===== src/paux_pkg.sv =====
// package: register map, field positions, reset values and encodings for the aux switch block
package paux_pkg;

  // register offsets (word index on the plain register port)
  localparam logic [3:0] PAUX_OTG_CTRL_ADDR  = 4'h0;
  localparam logic [3:0] PAUX_IO_PWR_ADDR    = 4'h1;
  localparam logic [3:0] PAUX_CARKIT_ADDR    = 4'h2;
  localparam logic [3:0] PAUX_MODE_ADDR      = 4'h3;
  localparam logic [3:0] PAUX_STATUS_ADDR    = 4'h4;
  localparam logic [3:0] PAUX_REFFREQ_ADDR   = 4'h5;

  // otg control field positions
  localparam int PAUX_DRV_INT_POS = 0;
  localparam int PAUX_DRV_EXT_POS = 1;
  // io and power management field positions
  localparam int PAUX_DP_PU_POS   = 0;
  localparam int PAUX_DM_PU_POS   = 1;
  localparam int PAUX_UREG_POS    = 2;
  localparam int PAUX_UREG_W      = 2;
  // carkit control field positions
  localparam int PAUX_SPK_L_POS   = 0;
  localparam int PAUX_SPK_R_POS   = 1;
  localparam int PAUX_MIC_POS     = 2;
  // mode register field positions
  localparam int PAUX_UART_POS    = 0;
  localparam int PAUX_INCLK_POS   = 1;
  localparam int PAUX_LOWPWR_POS  = 2;
  localparam int PAUX_PLL_GO_POS  = 3;

  // reset values
  localparam logic [7:0] PAUX_OTG_CTRL_RST = 8'h00;
  localparam logic [7:0] PAUX_IO_PWR_RST   = 8'h00;
  localparam logic [7:0] PAUX_CARKIT_RST   = 8'h00;
  localparam logic [7:0] PAUX_MODE_RST     = 8'h00;
  localparam logic [1:0] PAUX_UREG_NORMAL  = 2'h0;

  // reference frequency codes and their values in kHz
  typedef enum logic [3:0] {
    PAUX_REF_52M   = 4'h0,
    PAUX_REF_38M4  = 4'h1,
    PAUX_REF_12M   = 4'h2,
    PAUX_REF_27M   = 4'h3,
    PAUX_REF_13M   = 4'h4,
    PAUX_REF_19M2  = 4'h5,
    PAUX_REF_26M   = 4'h6,
    PAUX_REF_24M   = 4'h7,
    PAUX_REF_60M   = 4'h8
  } paux_ref_t;

  localparam logic [15:0] PAUX_KHZ_52M   = 16'hCB20;
  localparam logic [15:0] PAUX_KHZ_38M4  = 16'h9600;
  localparam logic [15:0] PAUX_KHZ_12M   = 16'h2EE0;
  localparam logic [15:0] PAUX_KHZ_27M   = 16'h6978;
  localparam logic [15:0] PAUX_KHZ_13M   = 16'h32C8;
  localparam logic [15:0] PAUX_KHZ_19M2  = 16'h4B00;
  localparam logic [15:0] PAUX_KHZ_26M   = 16'h6590;
  localparam logic [15:0] PAUX_KHZ_24M   = 16'h5DC0;
  localparam logic [15:0] PAUX_KHZ_60M   = 16'hEA60;

endpackage


===== src/paux_top.sv =====
// aux switch control: vbus supply enable, charger pull-ups, audio switches, refclk select
//
// The plain strobed port and the address map are this design's own decisions.
`timescale 1ns/100ps
module paux_top
  import paux_pkg::*;
(
  // clock and reset
  input  wire logic        sys_clk_i,
  input  wire logic        arst_n_i,
  // register port
  input  wire logic [3:0]  reg_addr_i,
  input  wire logic [7:0]  reg_wdata_i,
  input  wire logic        reg_wr_i,
  input  wire logic        reg_rd_i,
  output logic      [7:0]  reg_rdata_o,
  // pins from outside
  input  wire logic        chip_reset_n_pin_i,
  input  wire logic        core_supply_present_i,
  input  wire logic [2:0]  ref_freq_select_pins_i,
  // line state from the receivers
  input  wire logic [1:0]  line_state_i,
  input  wire logic [1:0]  uart_data_i,
  // outputs to analog and pads
  output logic             vbus_supply_enable_out_o,
  output logic             dp_pullup_en_o,
  output logic             dm_pullup_en_o,
  output logic             dp_switch_en_o,
  output logic             dm_switch_en_o,
  output logic             se_rx_enable_o,
  output logic [1:0]       regulator_level_o,
  output logic [1:0]       data_low_bits_o,
  output logic [3:0]       ref_code_o
);

  // ==========================================================
  // pin synchronisers
  // ==========================================================
  logic       rst_pin;
  logic       core_ok;
  logic [2:0] ref_freq_select_pins_sync;

  // reset pin: gates the pull-ups and forces the audio switches
  paux_sync #(.WIDTH(1)) u_sync_rst (
    .sys_clk_i (sys_clk_i),
    .arst_n_i  (arst_n_i),
    .async_i   (chip_reset_n_pin_i),
    .sync_o    (rst_pin)
  );

  // core supply presence: an unpowered core cannot hold the switches open
  paux_sync #(.WIDTH(1)) u_sync_core (
    .sys_clk_i (sys_clk_i),
    .arst_n_i  (arst_n_i),
    .async_i   (core_supply_present_i),
    .sync_o    (core_ok)
  );

  // reference straps: read only at pll start, sync keeps that sample clean
  paux_sync #(.WIDTH(3)) u_sync_ref (
    .sys_clk_i (sys_clk_i),
    .arst_n_i  (arst_n_i),
    .async_i   (ref_freq_select_pins_i),
    .sync_o    (ref_freq_select_pins_sync)
  );

  // ==========================================================
  // state
  // ==========================================================
  typedef struct packed {
    logic [7:0] otg_ctrl;
    logic [7:0] io_pwr;
    logic [7:0] carkit;
    logic [7:0] mode;
    logic       uart_prev;
    logic [7:0] rdata;
    logic       vbus_en;
    logic       dp_pu;
    logic       dm_pu;
    logic       dp_sw;
    logic       dm_sw;
    logic       se_rx;
    logic [1:0] reg_lvl;
    logic [1:0] data_lo;
    logic [3:0] ref_code;
  } paux_st_t;

  // every flop of this module lives in this one struct; the synchronisers and ref decoder keep their own
  paux_st_t  st;
  paux_st_t  next_st;
  paux_ref_t ref_code;
  logic      pll_start;

  // ==========================================================
  // named register fields
  // ==========================================================
  logic       drive_vbus_internal_bit;
  logic       drive_vbus_external_bit;
  logic       dp_charger_pullup_bit;
  logic       dm_charger_pullup_bit;
  logic [1:0] uart_regulator_level_field;
  logic       left_speaker_switch_bit;
  logic       right_speaker_switch_bit;
  logic       microphone_switch_bit;
  logic       uart_mode_bit;
  logic       uart_entry;

  // otg control: either drive bit may request the supply
  assign drive_vbus_internal_bit    = st.otg_ctrl[PAUX_DRV_INT_POS];
  assign drive_vbus_external_bit    = st.otg_ctrl[PAUX_DRV_EXT_POS];

  // io and power management: pull-up requests, uart regulator level
  assign dp_charger_pullup_bit      = st.io_pwr[PAUX_DP_PU_POS];
  assign dm_charger_pullup_bit      = st.io_pwr[PAUX_DM_PU_POS];
  assign uart_regulator_level_field = st.io_pwr[PAUX_UREG_POS +: PAUX_UREG_W];

  // carkit control: audio routing requests
  assign left_speaker_switch_bit    = st.carkit[PAUX_SPK_L_POS];
  assign right_speaker_switch_bit   = st.carkit[PAUX_SPK_R_POS];
  assign microphone_switch_bit      = st.carkit[PAUX_MIC_POS];

  // uart entry is the first cycle in which the mode bit reads high
  assign uart_mode_bit              = st.mode[PAUX_UART_POS];
  assign uart_entry                 = uart_mode_bit & ~st.uart_prev;

  // ==========================================================
  // per-line charger pull-up gating
  // ==========================================================
  logic [1:0] pullup_req;
  logic [1:0] pullup_level;

  // index 0 is dp, index 1 is dm; a held reset pin wins over software
  assign pullup_req = {dm_charger_pullup_bit, dp_charger_pullup_bit};
  for (genvar g = 0; g < 2; g++)
  begin : g_pullup
    assign pullup_level[g] = rst_pin & pullup_req[g];
  end

  // ==========================================================
  // register port decode
  // ==========================================================
  logic       wr_otg;
  logic       wr_io;
  logic       wr_kit;
  logic       wr_mode;
  logic [7:0] mode_wdata;
  logic [7:0] status_word;
  logic [7:0] ref_word;

  // write hits; status and ref code indices fall through and are ignored
  assign wr_otg  = reg_wr_i && (reg_addr_i == PAUX_OTG_CTRL_ADDR);
  assign wr_io   = reg_wr_i && (reg_addr_i == PAUX_IO_PWR_ADDR);
  assign wr_kit  = reg_wr_i && (reg_addr_i == PAUX_CARKIT_ADDR);
  assign wr_mode = reg_wr_i && (reg_addr_i == PAUX_MODE_ADDR);

  // pll start is a pulse, never stored, so that bit reads back 0
  assign mode_wdata = reg_wdata_i & 8'hF7;

  // read-only status word, supply enable in bit 0
  assign status_word[0]   = st.vbus_en;
  assign status_word[1]   = st.dp_pu;
  assign status_word[2]   = st.dm_pu;
  assign status_word[3]   = st.dp_sw;
  assign status_word[4]   = st.dm_sw;
  assign status_word[5]   = st.se_rx;
  assign status_word[7:6] = 2'h0;

  // read-only reference code word
  assign ref_word = {4'h0, st.ref_code};

  // pll start pulse: the pll go bit (bit 3) of the mode register is written high
  assign pll_start = reg_wr_i && (reg_addr_i == PAUX_MODE_ADDR)
                     && reg_wdata_i[PAUX_PLL_GO_POS];

  paux_ref_freq_select_pins u_ref_freq_select_pins (
    .sys_clk_i              (sys_clk_i),
    .arst_n_i               (arst_n_i),
    .pll_start_i            (pll_start),
    .input_clk_mode_i       (reg_wdata_i[PAUX_INCLK_POS]),
    .ref_freq_select_pins_i (ref_freq_select_pins_sync),
    .ref_code_o             (ref_code),
    .ref_khz_o              ()
  );

  // ==========================================================
  // next state
  // ==========================================================
  always_comb
  begin
    logic drv;
    logic dp_sw;
    logic dm_sw;
    logic uart;
    drv     = 1'b0;
    dp_sw   = 1'b0;
    dm_sw   = 1'b0;
    uart    = 1'b0;
    next_st = st;

    // register writes; no mode clears them, only reset
    if (wr_otg)
      next_st.otg_ctrl = reg_wdata_i;
    if (wr_io)
      next_st.io_pwr = reg_wdata_i;
    if (wr_kit)
      next_st.carkit = reg_wdata_i;
    if (wr_mode)
      next_st.mode = mode_wdata;

    // read data stands one cycle after the strobe, zero otherwise
    next_st.rdata = 8'h00;
    if (reg_rd_i)
    begin
      unique case (reg_addr_i)
        PAUX_OTG_CTRL_ADDR: next_st.rdata = st.otg_ctrl;
        PAUX_IO_PWR_ADDR:   next_st.rdata = st.io_pwr;
        PAUX_CARKIT_ADDR:   next_st.rdata = st.carkit;
        PAUX_MODE_ADDR:     next_st.rdata = st.mode;
        PAUX_STATUS_ADDR:   next_st.rdata = status_word;
        PAUX_REFFREQ_ADDR:  next_st.rdata = ref_word;
        default:            next_st.rdata = 8'h00;
      endcase
    end

    // external supply switch enable
    drv = drive_vbus_internal_bit | drive_vbus_external_bit;
    next_st.vbus_en = drv;

    // charger pull-ups gated by the reset pin
    next_st.dp_pu = pullup_level[0];
    next_st.dm_pu = pullup_level[1];

    // audio switches: forced on when the core is unpowered or held in reset
    if (!core_ok || !rst_pin)
    begin
      dp_sw = 1'b1;
      dm_sw = 1'b1;
    end
    else
    begin
      dp_sw = left_speaker_switch_bit;
      dm_sw = right_speaker_switch_bit | microphone_switch_bit;
    end
    next_st.dp_sw = dp_sw;
    next_st.dm_sw = dm_sw;
    next_st.se_rx = ~(dp_sw | dm_sw);

    // regulator level switches on uart entry, back to normal on exit
    uart = uart_mode_bit;
    next_st.uart_prev = uart;
    if (uart_entry)
      next_st.reg_lvl = uart_regulator_level_field;
    else if (!uart)
      next_st.reg_lvl = PAUX_UREG_NORMAL;

    // lowest data bits carry uart data instead of line state in uart mode
    next_st.data_lo = uart ? uart_data_i : line_state_i;

    // registered once more so the output comes straight from a flop
    next_st.ref_code = ref_code;
  end

  // ==========================================================
  // registers; all bits clear at power-on reset except the two audio switch enables, which set
  // ==========================================================
  always_ff @(posedge sys_clk_i or negedge arst_n_i)
  begin
    if (!arst_n_i)
    begin
      // registers to their power-on values
      st.otg_ctrl  <= PAUX_OTG_CTRL_RST;
      st.io_pwr    <= PAUX_IO_PWR_RST;
      st.carkit    <= PAUX_CARKIT_RST;
      st.mode      <= PAUX_MODE_RST;
      st.uart_prev <= 1'b0;
      st.rdata     <= 8'h00;
      // pad levels as with the pin held: switches on, all else off
      st.vbus_en   <= 1'b0;
      st.dp_pu     <= 1'b0;
      st.dm_pu     <= 1'b0;
      st.dp_sw     <= 1'b1;
      st.dm_sw     <= 1'b1;
      st.se_rx     <= 1'b0;
      st.reg_lvl   <= PAUX_UREG_NORMAL;
      st.data_lo   <= 2'h0;
      st.ref_code  <= PAUX_REF_52M;
    end
    else
      st <= next_st;
  end

  // ==========================================================
  // outputs straight from flip-flops
  // ==========================================================
  assign reg_rdata_o              = st.rdata;
  assign vbus_supply_enable_out_o = st.vbus_en;
  assign dp_pullup_en_o           = st.dp_pu;
  assign dm_pullup_en_o           = st.dm_pu;
  assign dp_switch_en_o           = st.dp_sw;
  assign dm_switch_en_o           = st.dm_sw;
  assign se_rx_enable_o           = st.se_rx;
  assign regulator_level_o        = st.reg_lvl;
  assign data_low_bits_o          = st.data_lo;
  assign ref_code_o               = st.ref_code;

endmodule


===== src/paux_sync.sv =====
// two flip-flop synchroniser for a group of pin levels
`timescale 1ns/100ps
module paux_sync
  import paux_pkg::*;
#(
  parameter int WIDTH = 1
)(
  // clock and reset
  input  wire logic             sys_clk_i,
  input  wire logic             arst_n_i,
  // pin levels in, synchronised levels out
  input  wire logic [WIDTH-1:0] async_i,
  output logic      [WIDTH-1:0] sync_o
);

  typedef struct packed {
    logic [WIDTH-1:0] meta;
    logic [WIDTH-1:0] stable;
  } paux_sync_st_t;

  paux_sync_st_t st;
  paux_sync_st_t next_st;

  // first stage feeds only the second stage
  always_comb
  begin
    next_st        = st;
    next_st.meta   = async_i;
    next_st.stable = st.meta;
  end

  always_ff @(posedge sys_clk_i or negedge arst_n_i)
  begin
    if (!arst_n_i)
      st <= '0;
    else
      st <= next_st;
  end

  assign sync_o = st.stable;

endmodule


===== src/paux_ref_freq_select_pins.sv =====
// reference frequency decode from the select pins, latched at pll start
`timescale 1ns/100ps
module paux_ref_freq_select_pins
  import paux_pkg::*;
(
  // clock and reset
  input  wire logic        sys_clk_i,
  input  wire logic        arst_n_i,
  // control
  input  wire logic        pll_start_i,
  input  wire logic        input_clk_mode_i,
  input  wire logic [2:0]  ref_freq_select_pins_i,
  // result
  output paux_ref_t        ref_code_o,
  output logic [15:0]      ref_khz_o
);

  typedef struct packed {
    logic [2:0] pins;
    logic       inclk;
  } paux_ref_st_t;

  paux_ref_st_t st;
  paux_ref_st_t next_st;

  // pins are static straps: caught only on pll start, later wiggles ignored
  always_comb
  begin
    next_st = st;
    if (pll_start_i)
    begin
      next_st.pins  = ref_freq_select_pins_i;
      next_st.inclk = input_clk_mode_i;
    end
  end

  always_ff @(posedge sys_clk_i or negedge arst_n_i)
  begin
    if (!arst_n_i)
      st <= '0;
    else
      st <= next_st;
  end

  // decode table, pin 2 is the msb
  always_comb
  begin
    ref_code_o = PAUX_REF_52M;
    ref_khz_o  = PAUX_KHZ_52M;
    if (st.inclk)
    begin
      ref_code_o = PAUX_REF_60M;
      ref_khz_o  = PAUX_KHZ_60M;
    end
    else
    begin
      unique case (st.pins)
        3'h0: begin ref_code_o = PAUX_REF_52M;  ref_khz_o = PAUX_KHZ_52M;  end
        3'h1: begin ref_code_o = PAUX_REF_38M4; ref_khz_o = PAUX_KHZ_38M4; end
        3'h2: begin ref_code_o = PAUX_REF_12M;  ref_khz_o = PAUX_KHZ_12M;  end
        3'h3: begin ref_code_o = PAUX_REF_27M;  ref_khz_o = PAUX_KHZ_27M;  end
        3'h4: begin ref_code_o = PAUX_REF_13M;  ref_khz_o = PAUX_KHZ_13M;  end
        3'h5: begin ref_code_o = PAUX_REF_19M2; ref_khz_o = PAUX_KHZ_19M2; end
        3'h6: begin ref_code_o = PAUX_REF_26M;  ref_khz_o = PAUX_KHZ_26M;  end
        3'h7: begin ref_code_o = PAUX_REF_24M;  ref_khz_o = PAUX_KHZ_24M;  end
      endcase
    end
  end

endmodule


===== config.mk =====
export PLATFORM = sky130hd
export DESIGN_NAME = paux_top
export DESIGN_NICKNAME = d
export VERILOG_FILES = /design/src/paux_pkg.sv /design/src/paux_top.sv /design/src/paux_sync.sv /design/src/paux_ref_freq_select_pins.sv
export SDC_FILE = /design/constraint.sdc
export NUM_CORES = 1
export LEC_CHECK = 0
export ABC_AREA = 1
export BUFFER_PORTS_ARGS = -buffer_cell sky130_fd_sc_hd__buf_2
export CAP_MARGIN = 10
export CELL_PAD_IN_SITES_DETAIL_PLACEMENT = 1
export CELL_PAD_IN_SITES_GLOBAL_PLACEMENT = 2
export CORE_MARGIN = 10
export CORE_UTILIZATION = 35
export DETAILED_ROUTE_END_ITERATION = 8
export GPL_ROUTABILITY_DRIVEN = 0
export PLACE_DENSITY_LB_ADDON = 0.3
export SETUP_SLACK_MARGIN = 0.3
export SLEW_MARGIN = 40
export SYNTH_ARGS = -nofsm -noshare
export SYNTH_HDL_FRONTEND = slang
export SYNTH_HIERARCHICAL = 1
export SYNTH_SLANG_ARGS = --single-unit

===== constraint.sdc =====
create_clock -name sys_clk_i -period 1.4 [get_ports sys_clk_i]
set_clock_uncertainty 0.15 [all_clocks]
set_input_delay 0.21 -clock sys_clk_i [delete_from_list [all_inputs] [get_ports sys_clk_i]]
set_output_delay 0.21 -clock sys_clk_i [all_outputs]
set_load 0.01 [all_outputs]

==> results of run 1 <==
==> what timing repair did <==
item | CTS | global route
pin swaps | 0 | 7
hold buffers | 12 | 0
resized for setup | 4 | 18
buffers inserted | 7 | 4
endpoints found under the setup margin | 25 | 39
cloned | 0 | 2
hold endpoints to repair | 76 | 0
==> area by class of cell <==
cell class | count | area (um2) | area share (%)
timing repair buffer | 84 | 649 | 17.0
inverter | 24 | 115 | 3.02
clock inverter | 6 | 63.8 | 1.67
sequential | 68 | 1710 | 44.8
tap | 105 | 131 | 3.44
clock buffer | 10 | 138 | 3.61
multi-input combinational | 175 | 1010 | 26.5
==> worst reg2reg max path, cell delays in order, from the launching register on <==
cell     delay [ns]
dfstp_2        0.55
buf_4          0.11
nand3_2        0.06
nand2_1        0.06
nor2_1         0.05
nor2_1         0.13
==> stage by stage <==
stage | instances | area (um2) | hold slack [ns]
floorplan | 293 | 3000 | -0.236
global placement | 431 | 3300 | 0.00823
detailed placement | 431 | 3300 | 0.00152
CTS | 466 | 3690 | 0.0339
global route | 472 | 3810 | 0.0502
finish | 472 | 3810 | 0.0378
==> layer usage <==
| metal | global-route usage, % | up-vias | part of all wire [%] |
|---|---|---|---|
| li1 | - | 1078 | - |
| met4 | 5.40 | 0 | 1.8 |
| met5 | 0 | - | 0 |
| met3 | 3.11 | 11 | 4.1 |
| met1 | 15.3 | 1108 | 44 |
| met2 | 19.9 | 34 | 50 |
==> sequential cells by signal (all words and copies together) (netlist names), 2 cells and up <==
signal and cells:
u_sync_ref/sync_o 3, u_ref_freq_select_pins/st 4, data_low_bits_o 2, ref_code_o 4, reg_rdata_o 8, st 24
u_sync_ref/next_st 3, regulator_level_o 2
==> placed cells by master (no fill, tap or decap), types with 3 or more instances in the layout <==
master,count
buf_4,19
dfrtp_1,64
o21ai_2,15
buf_2,40
o21ai_0,5
nand2_2,7
inv_2,5
inv_1,17
dlygate4sd3_1,12
nand3_2,7
buf_6,7
buf_12,5
nor2_4,6
o21ai_1,15
nand2_1,50
nor2_1,13
nand3_4,3
nand3_1,40
clkbuf_8,10
==> power breakdown <==
part | switching (mW) | internal (mW) | total [mW]
Sequential | 0.206 | 2.28 | 2.48
Clock | 0.764 | 0.867 | 1.63
Combinational | 0.437 | 0.419 | 0.856
Total | 1.41 | 3.56 | 4.97
==> path summary, 6_finish.rpt <==
kind | startpoint | end | cells past startpoint
max reg2reg | dp_switch_en_o | reg_rdata_o[3] | 5
min reg2reg | u_sync_ref/next_st[0] | u_sync_ref/sync_o[0] | 0
max | dm_switch_en_o | dm_switch_en_o | 1
min in group asynchronous | arst_n_i | st[30] | 2
max in group asynchronous | arst_n_i | dp_switch_en_o | 3
min | reg_wdata_i[2] | st[25] | 3
==> metrics.json, run 1 <==
{
  "result_of_the_run": "finished clean",
  "grt_first_pass_wirelength_um": 12400,
  "ant_nets": 0,
  "drt-wirelength-per-cell_um": 16.4,
  "period_share_pct": 96.5,
  "slew_viol_final": 0,
  "num_vias": 2231,
  "avgViaCountPerCell": 4.73,
  "number_of_design_rule_violations_left_after_detail_routing": 0,
  "min_path_type": "primary input to flip-flop",
  "critPathCaptureType": "output port",
  "arrival_ns": 0.99,
  "setup.worst_path.class": "flip-flop to output port",
  "port-buffer-count": 46,
  "hpwl_dp_um": 5430,
  "cp.required_ns": 1.04,
  "htreeDepth": 3,
  "finish.utilization_pct": 46.6,
  "timing.slew.headroom_pct": 79.2,
  "critical_path.cell_chain": "buf_6",
  "cp.buffers_inverters": 1,
  "worst_ir_drop_vdd_uv": 484,
  "die_area_um2": 12500,
  "dpl_worst_slack_ns": -0.0277,
  "layout-area-overhead-vs-synth_pct": 29.8,
  "rsz_0062_raised_after_global_routing": "yes",
  "dr.first_iter.drc_count": 78,
  "die_w_um": 112,
  "cts.reportedPaths.clkPinSlew_ns": 0.07,
  "static_power_due_to_leakage_nw": 1.87,
  "ys_warn_count": 6,
  "totalWireLength_um": 7730,
  "floorplan.initialDensity_pct": 36.0,
  "fmax_mhz": 740,
  "clock_buffers_created_by_tritoncts": 9,
  "synthesized_area_um2": 2940,
  "grt_util_all_layers_pct": 12.4,
  "first_global_vias": 2327,
  "finalPower_mw": 4.97,
  "timing.critical_path.fanout_max": 2,
  "r2r_slack_ns": 0.23,
  "pin_count": 47,
  "setup_viol": 0,
  "cts_max_path_buffers": 2,
  "synthCells": 293,
  "layout-drive-gt1-share_pct": 39.2,
  "cpPeakStageDelay_ns": 0.55,
  "grt_max_degree": 31,
  "number_of_antenna_violations_at_the_first_check_in_global_routing": 0,
  "floorplan.core_area_um2": 8180,
  "die_height_um": 112,
  "max-cap-violations": 0,
  "synth.avg_cell_area_um2": 10.0,
  "final.setup.tns_ns": 0,
  "tritoncts_num_sinks": 68,
  "antenna_cells": 0,
  "cts.root.buffer_cell": "clkbuf_8",
  "placementRows": 33,
  "final_critical_path_setup_slack_ns": 0.0491,
  "timing.final.crit_period_ns": 1.35,
  "critical-path-top-delay-family": "flip-flops",
  "fillers": 934,
  "hold_viol": 0,
  "power_per_cell_area_nw_per_um2": 1300,
  "tritoncts": "done",
  "crit_path_start_kind": "flip-flop",
  "synth.net_count": 318,
  "worst_pin_slew_ns": 0.312,
  "insertion_delay_ns": 0.35,
  "grt.overflow.total": 0,
  "layout.nets": 387,
  "critPathSlowestCell": "dfstp_2",
  "detailedRoute.firstPassIterationCount": 4
}
Note: power is estimated with default switching activity, not from simulation.
==> run 2: changes to the inputs <==
- CORE_MARGIN: 10 -> not set
- SLEW_MARGIN: 40 -> not set
==> run 2 against run 1 <==
Routed wire length fell by 7.7%. Highest routed layer unchanged. Final cell count grew 0.64%. Design area grew 1.6%. Total power grew 5.1%. Worst hold slack got worse by 0.016 ns. Sequential cell count unchanged. Clock-buffer cell count is 1 lower. Global-route usage grew 5.9 points. Non-clock buffer count grew 4. Largest power group unchanged. Register-to-register slack about the same. Via count shrank 1.7%.
==> metrics.json, run 2 (synthesized netlist as in run 1, its figures left out) <==
{
  "cp.required_ns": 1.04,
  "number_of_antenna_violations_at_the_first_check_in_global_routing": 0,
  "startpoint": "dm_switch_en_o",
  "cpPeakStageDelay_ns": 0.55,
  "final_critical_path_setup_slack_ns": 0.0368,
  "hpwl_dp_um": 4820,
  "worst_pin_slew_ns": 0.357,
  "floorplan.initialDensity_pct": 36.0,
  "layout_commonest_cell": "dfrtp_1",
  "insertion_delay_ns": 0.35,
  "power_switching_share_pct": 28.4,
  "detailed_place.area_um2": 3290,
  "antenna_cells": 0,
  "crit_path_start_kind": "flip-flop",
  "timing.final.crit_period_ns": 1.36,
  "placementRows": 33,
  "timing.slew.headroom_pct": 76.2,
  "cts_max_path_buffers": 2,
  "cts.reportedPaths.clkPinSlew_ns": 0.08,
  "power_per_cell_area_nw_per_um2": 1350,
  "largest_register_ffs": 24,
  "layout-area-overhead-vs-synth_pct": 31.8,
  "avgViaCountPerCell": 4.61,
  "place_inst": 431,
  "grt.overflow.total": 0,
  "critical-path-top-delay-family": "flip-flops",
  "pin_count": 47,
  "clock_buffers_created_by_tritoncts": 9,
  "finish.cell_count_without_fillers": 475,
  "drt-wirelength-per-cell_um": 15.0,
  "pwr-share-clk_pct": 35.9,
  "result_of_the_run": "finished clean",
  "internal-power_mw": 3.74,
  "regToRegEndpoint": "reg_rdata_o[4]",
  "layout-drive-gt1-share_pct": 41.1,
  "holdPathEnd": "st[27]",
  "cts.root.buffer_cell": "clkbuf_8",
  "fillers": 933,
  "max-cap-violations": 0,
  "postLayoutCellArea_um2": 3870,
  "critPathSlowestCell": "dfstp_2",
  "ant_nets": 0,
  "largest-register": "st",
  "grt_max_degree": 69,
  "arrival_ns": 1.00,
  "tritoncts": "done",
  "totalWireLength_um": 7140,
  "setup_viol": 0,
  "die_area_um2": 8770,
  "setup.worst_path.class": "flip-flop to output port",
  "fmax_mhz": 734,
  "holdPathStages": 3,
  "critical_path.reg2reg.startpoint": "dm_switch_en_o",
  "static_power_due_to_leakage_nw": 1.92,
  "number_of_design_rule_violations_left_after_detail_routing": 0,
  "switching_power_total_mw": 1.48,
  "slew_viol_final": 0,
  "timing.hold.worst.start": "reg_wdata_i[4]",
  "critical_path.cell_chain": "buf_6",
  "rsz_0062_raised_after_global_routing": "yes",
  "period_share_pct": 97.4,
  "die_w_um": 93.6,
  "tritoncts_num_sinks": 68,
  "portion_of_total_power_attributed_to_sequential_cells_pct": 47.2,
  "worst_ir_drop_vdd_uv": 514,
  "die_height_um": 93.6,
  "grt_first_pass_wirelength_um": 11700,
  "detailedRoute.firstPassIterationCount": 4,
  "r2r_slack_ns": 0.24,
  "port-buffer-count": 46,
  "dr.first_iter.drc_count": 69,
  "min_path_type": "primary input to flip-flop",
  "finish.utilization_pct": 47.4,
  "dpl_worst_slack_ns": -0.0814,
  "num_vias": 2192,
  "first_global_vias": 2349,
  "comb_power_share_pct": 16.9,
  "timing.critical_path.fanout_max": 2,
  "hold_viol": 0,
  "floorplan.core_area_um2": 8180,
  "critPathCaptureType": "output port",
  "htreeDepth": 3,
  "cp.buffers_inverters": 1,
  "most-common-layout-cells": "dfrtp_1, nand2_1, buf_2",
  "grt_util_all_layers_pct": 18.2,
  "reg2reg_depth": 5,
  "final.setup.tns_ns": 0,
  "layout.nets": 390
}
[run 2: routing by layer]
| metal | up-vias | GRT usage [%] | part of all wire [%] |
|---|---|---|---|
| met5 | - | 0 | 0 |
| li1 | 1081 | - | - |
| met4 | 0 | 8.85 | 2.0 |
| met1 | 1066 | 23.4 | 45 |
| met2 | 33 | 29.9 | 50 |
| met3 | 12 | 2.93 | 3.0 |
[run 2: power by group through the flow]
stage	clock network (mW)	registers (mW)	logic, mW
finish	1.87	2.46	0.883
global route	1.99	2.50	0.995
CTS	1.92	2.47	0.821
detailed placement	0	2.51	0.703
global placement	0	2.50	0.674
floorplan	0	2.45	0.527
[run 2: layout make-up]
type / instances / area [um2] / share of cell area, %
Inverter: 24 / 115 / 2.97
Timing Repair Buffer: 88 / 666 / 17.2
Clock inverter: 7 / 105 / 2.71
Sequential cell: 68 / 1710 / 44.0
Clock buffer: 9 / 124 / 3.20
Multi-Input combinational cell: 174 / 1030 / 26.5
Tap cell: 105 / 131 / 3.39
[run 2: how the worst max path moves through the flow]
| stage | cells after the start | to |
|---|---|---|
| after global placement | 7 | reg_rdata_o[4] |
| after detailed placement | 7 | reg_rdata_o[4] |
| after global routing | 1 | dm_switch_en_o |
| after CTS | 1 | dm_switch_en_o |
| final | 1 | dm_switch_en_o |
| after floorplan | 8 | u_ref_freq_select_pins/st[1] |
[run 2: stage by stage]
step                      power [mW]  hold slack [ns]
after detailed placement        3.22            0.111
after floorplan                 2.98           -0.236
final                           5.22           0.0216
after global routing            5.49           0.0453
after CTS                       5.21           0.0193
after global placement          3.18            0.108
[run 2: what timing repair did]
item / in CTS / in global routing
endpoints found under the hold margin: 76 / 0
hold buffers: 12 / 0
cloned: 0 / 1
pin swaps: 1 / 15
buffers inserted: 9 / 6
gates resized for setup: 4 / 22
endpoints found under the setup margin: 26 / 42
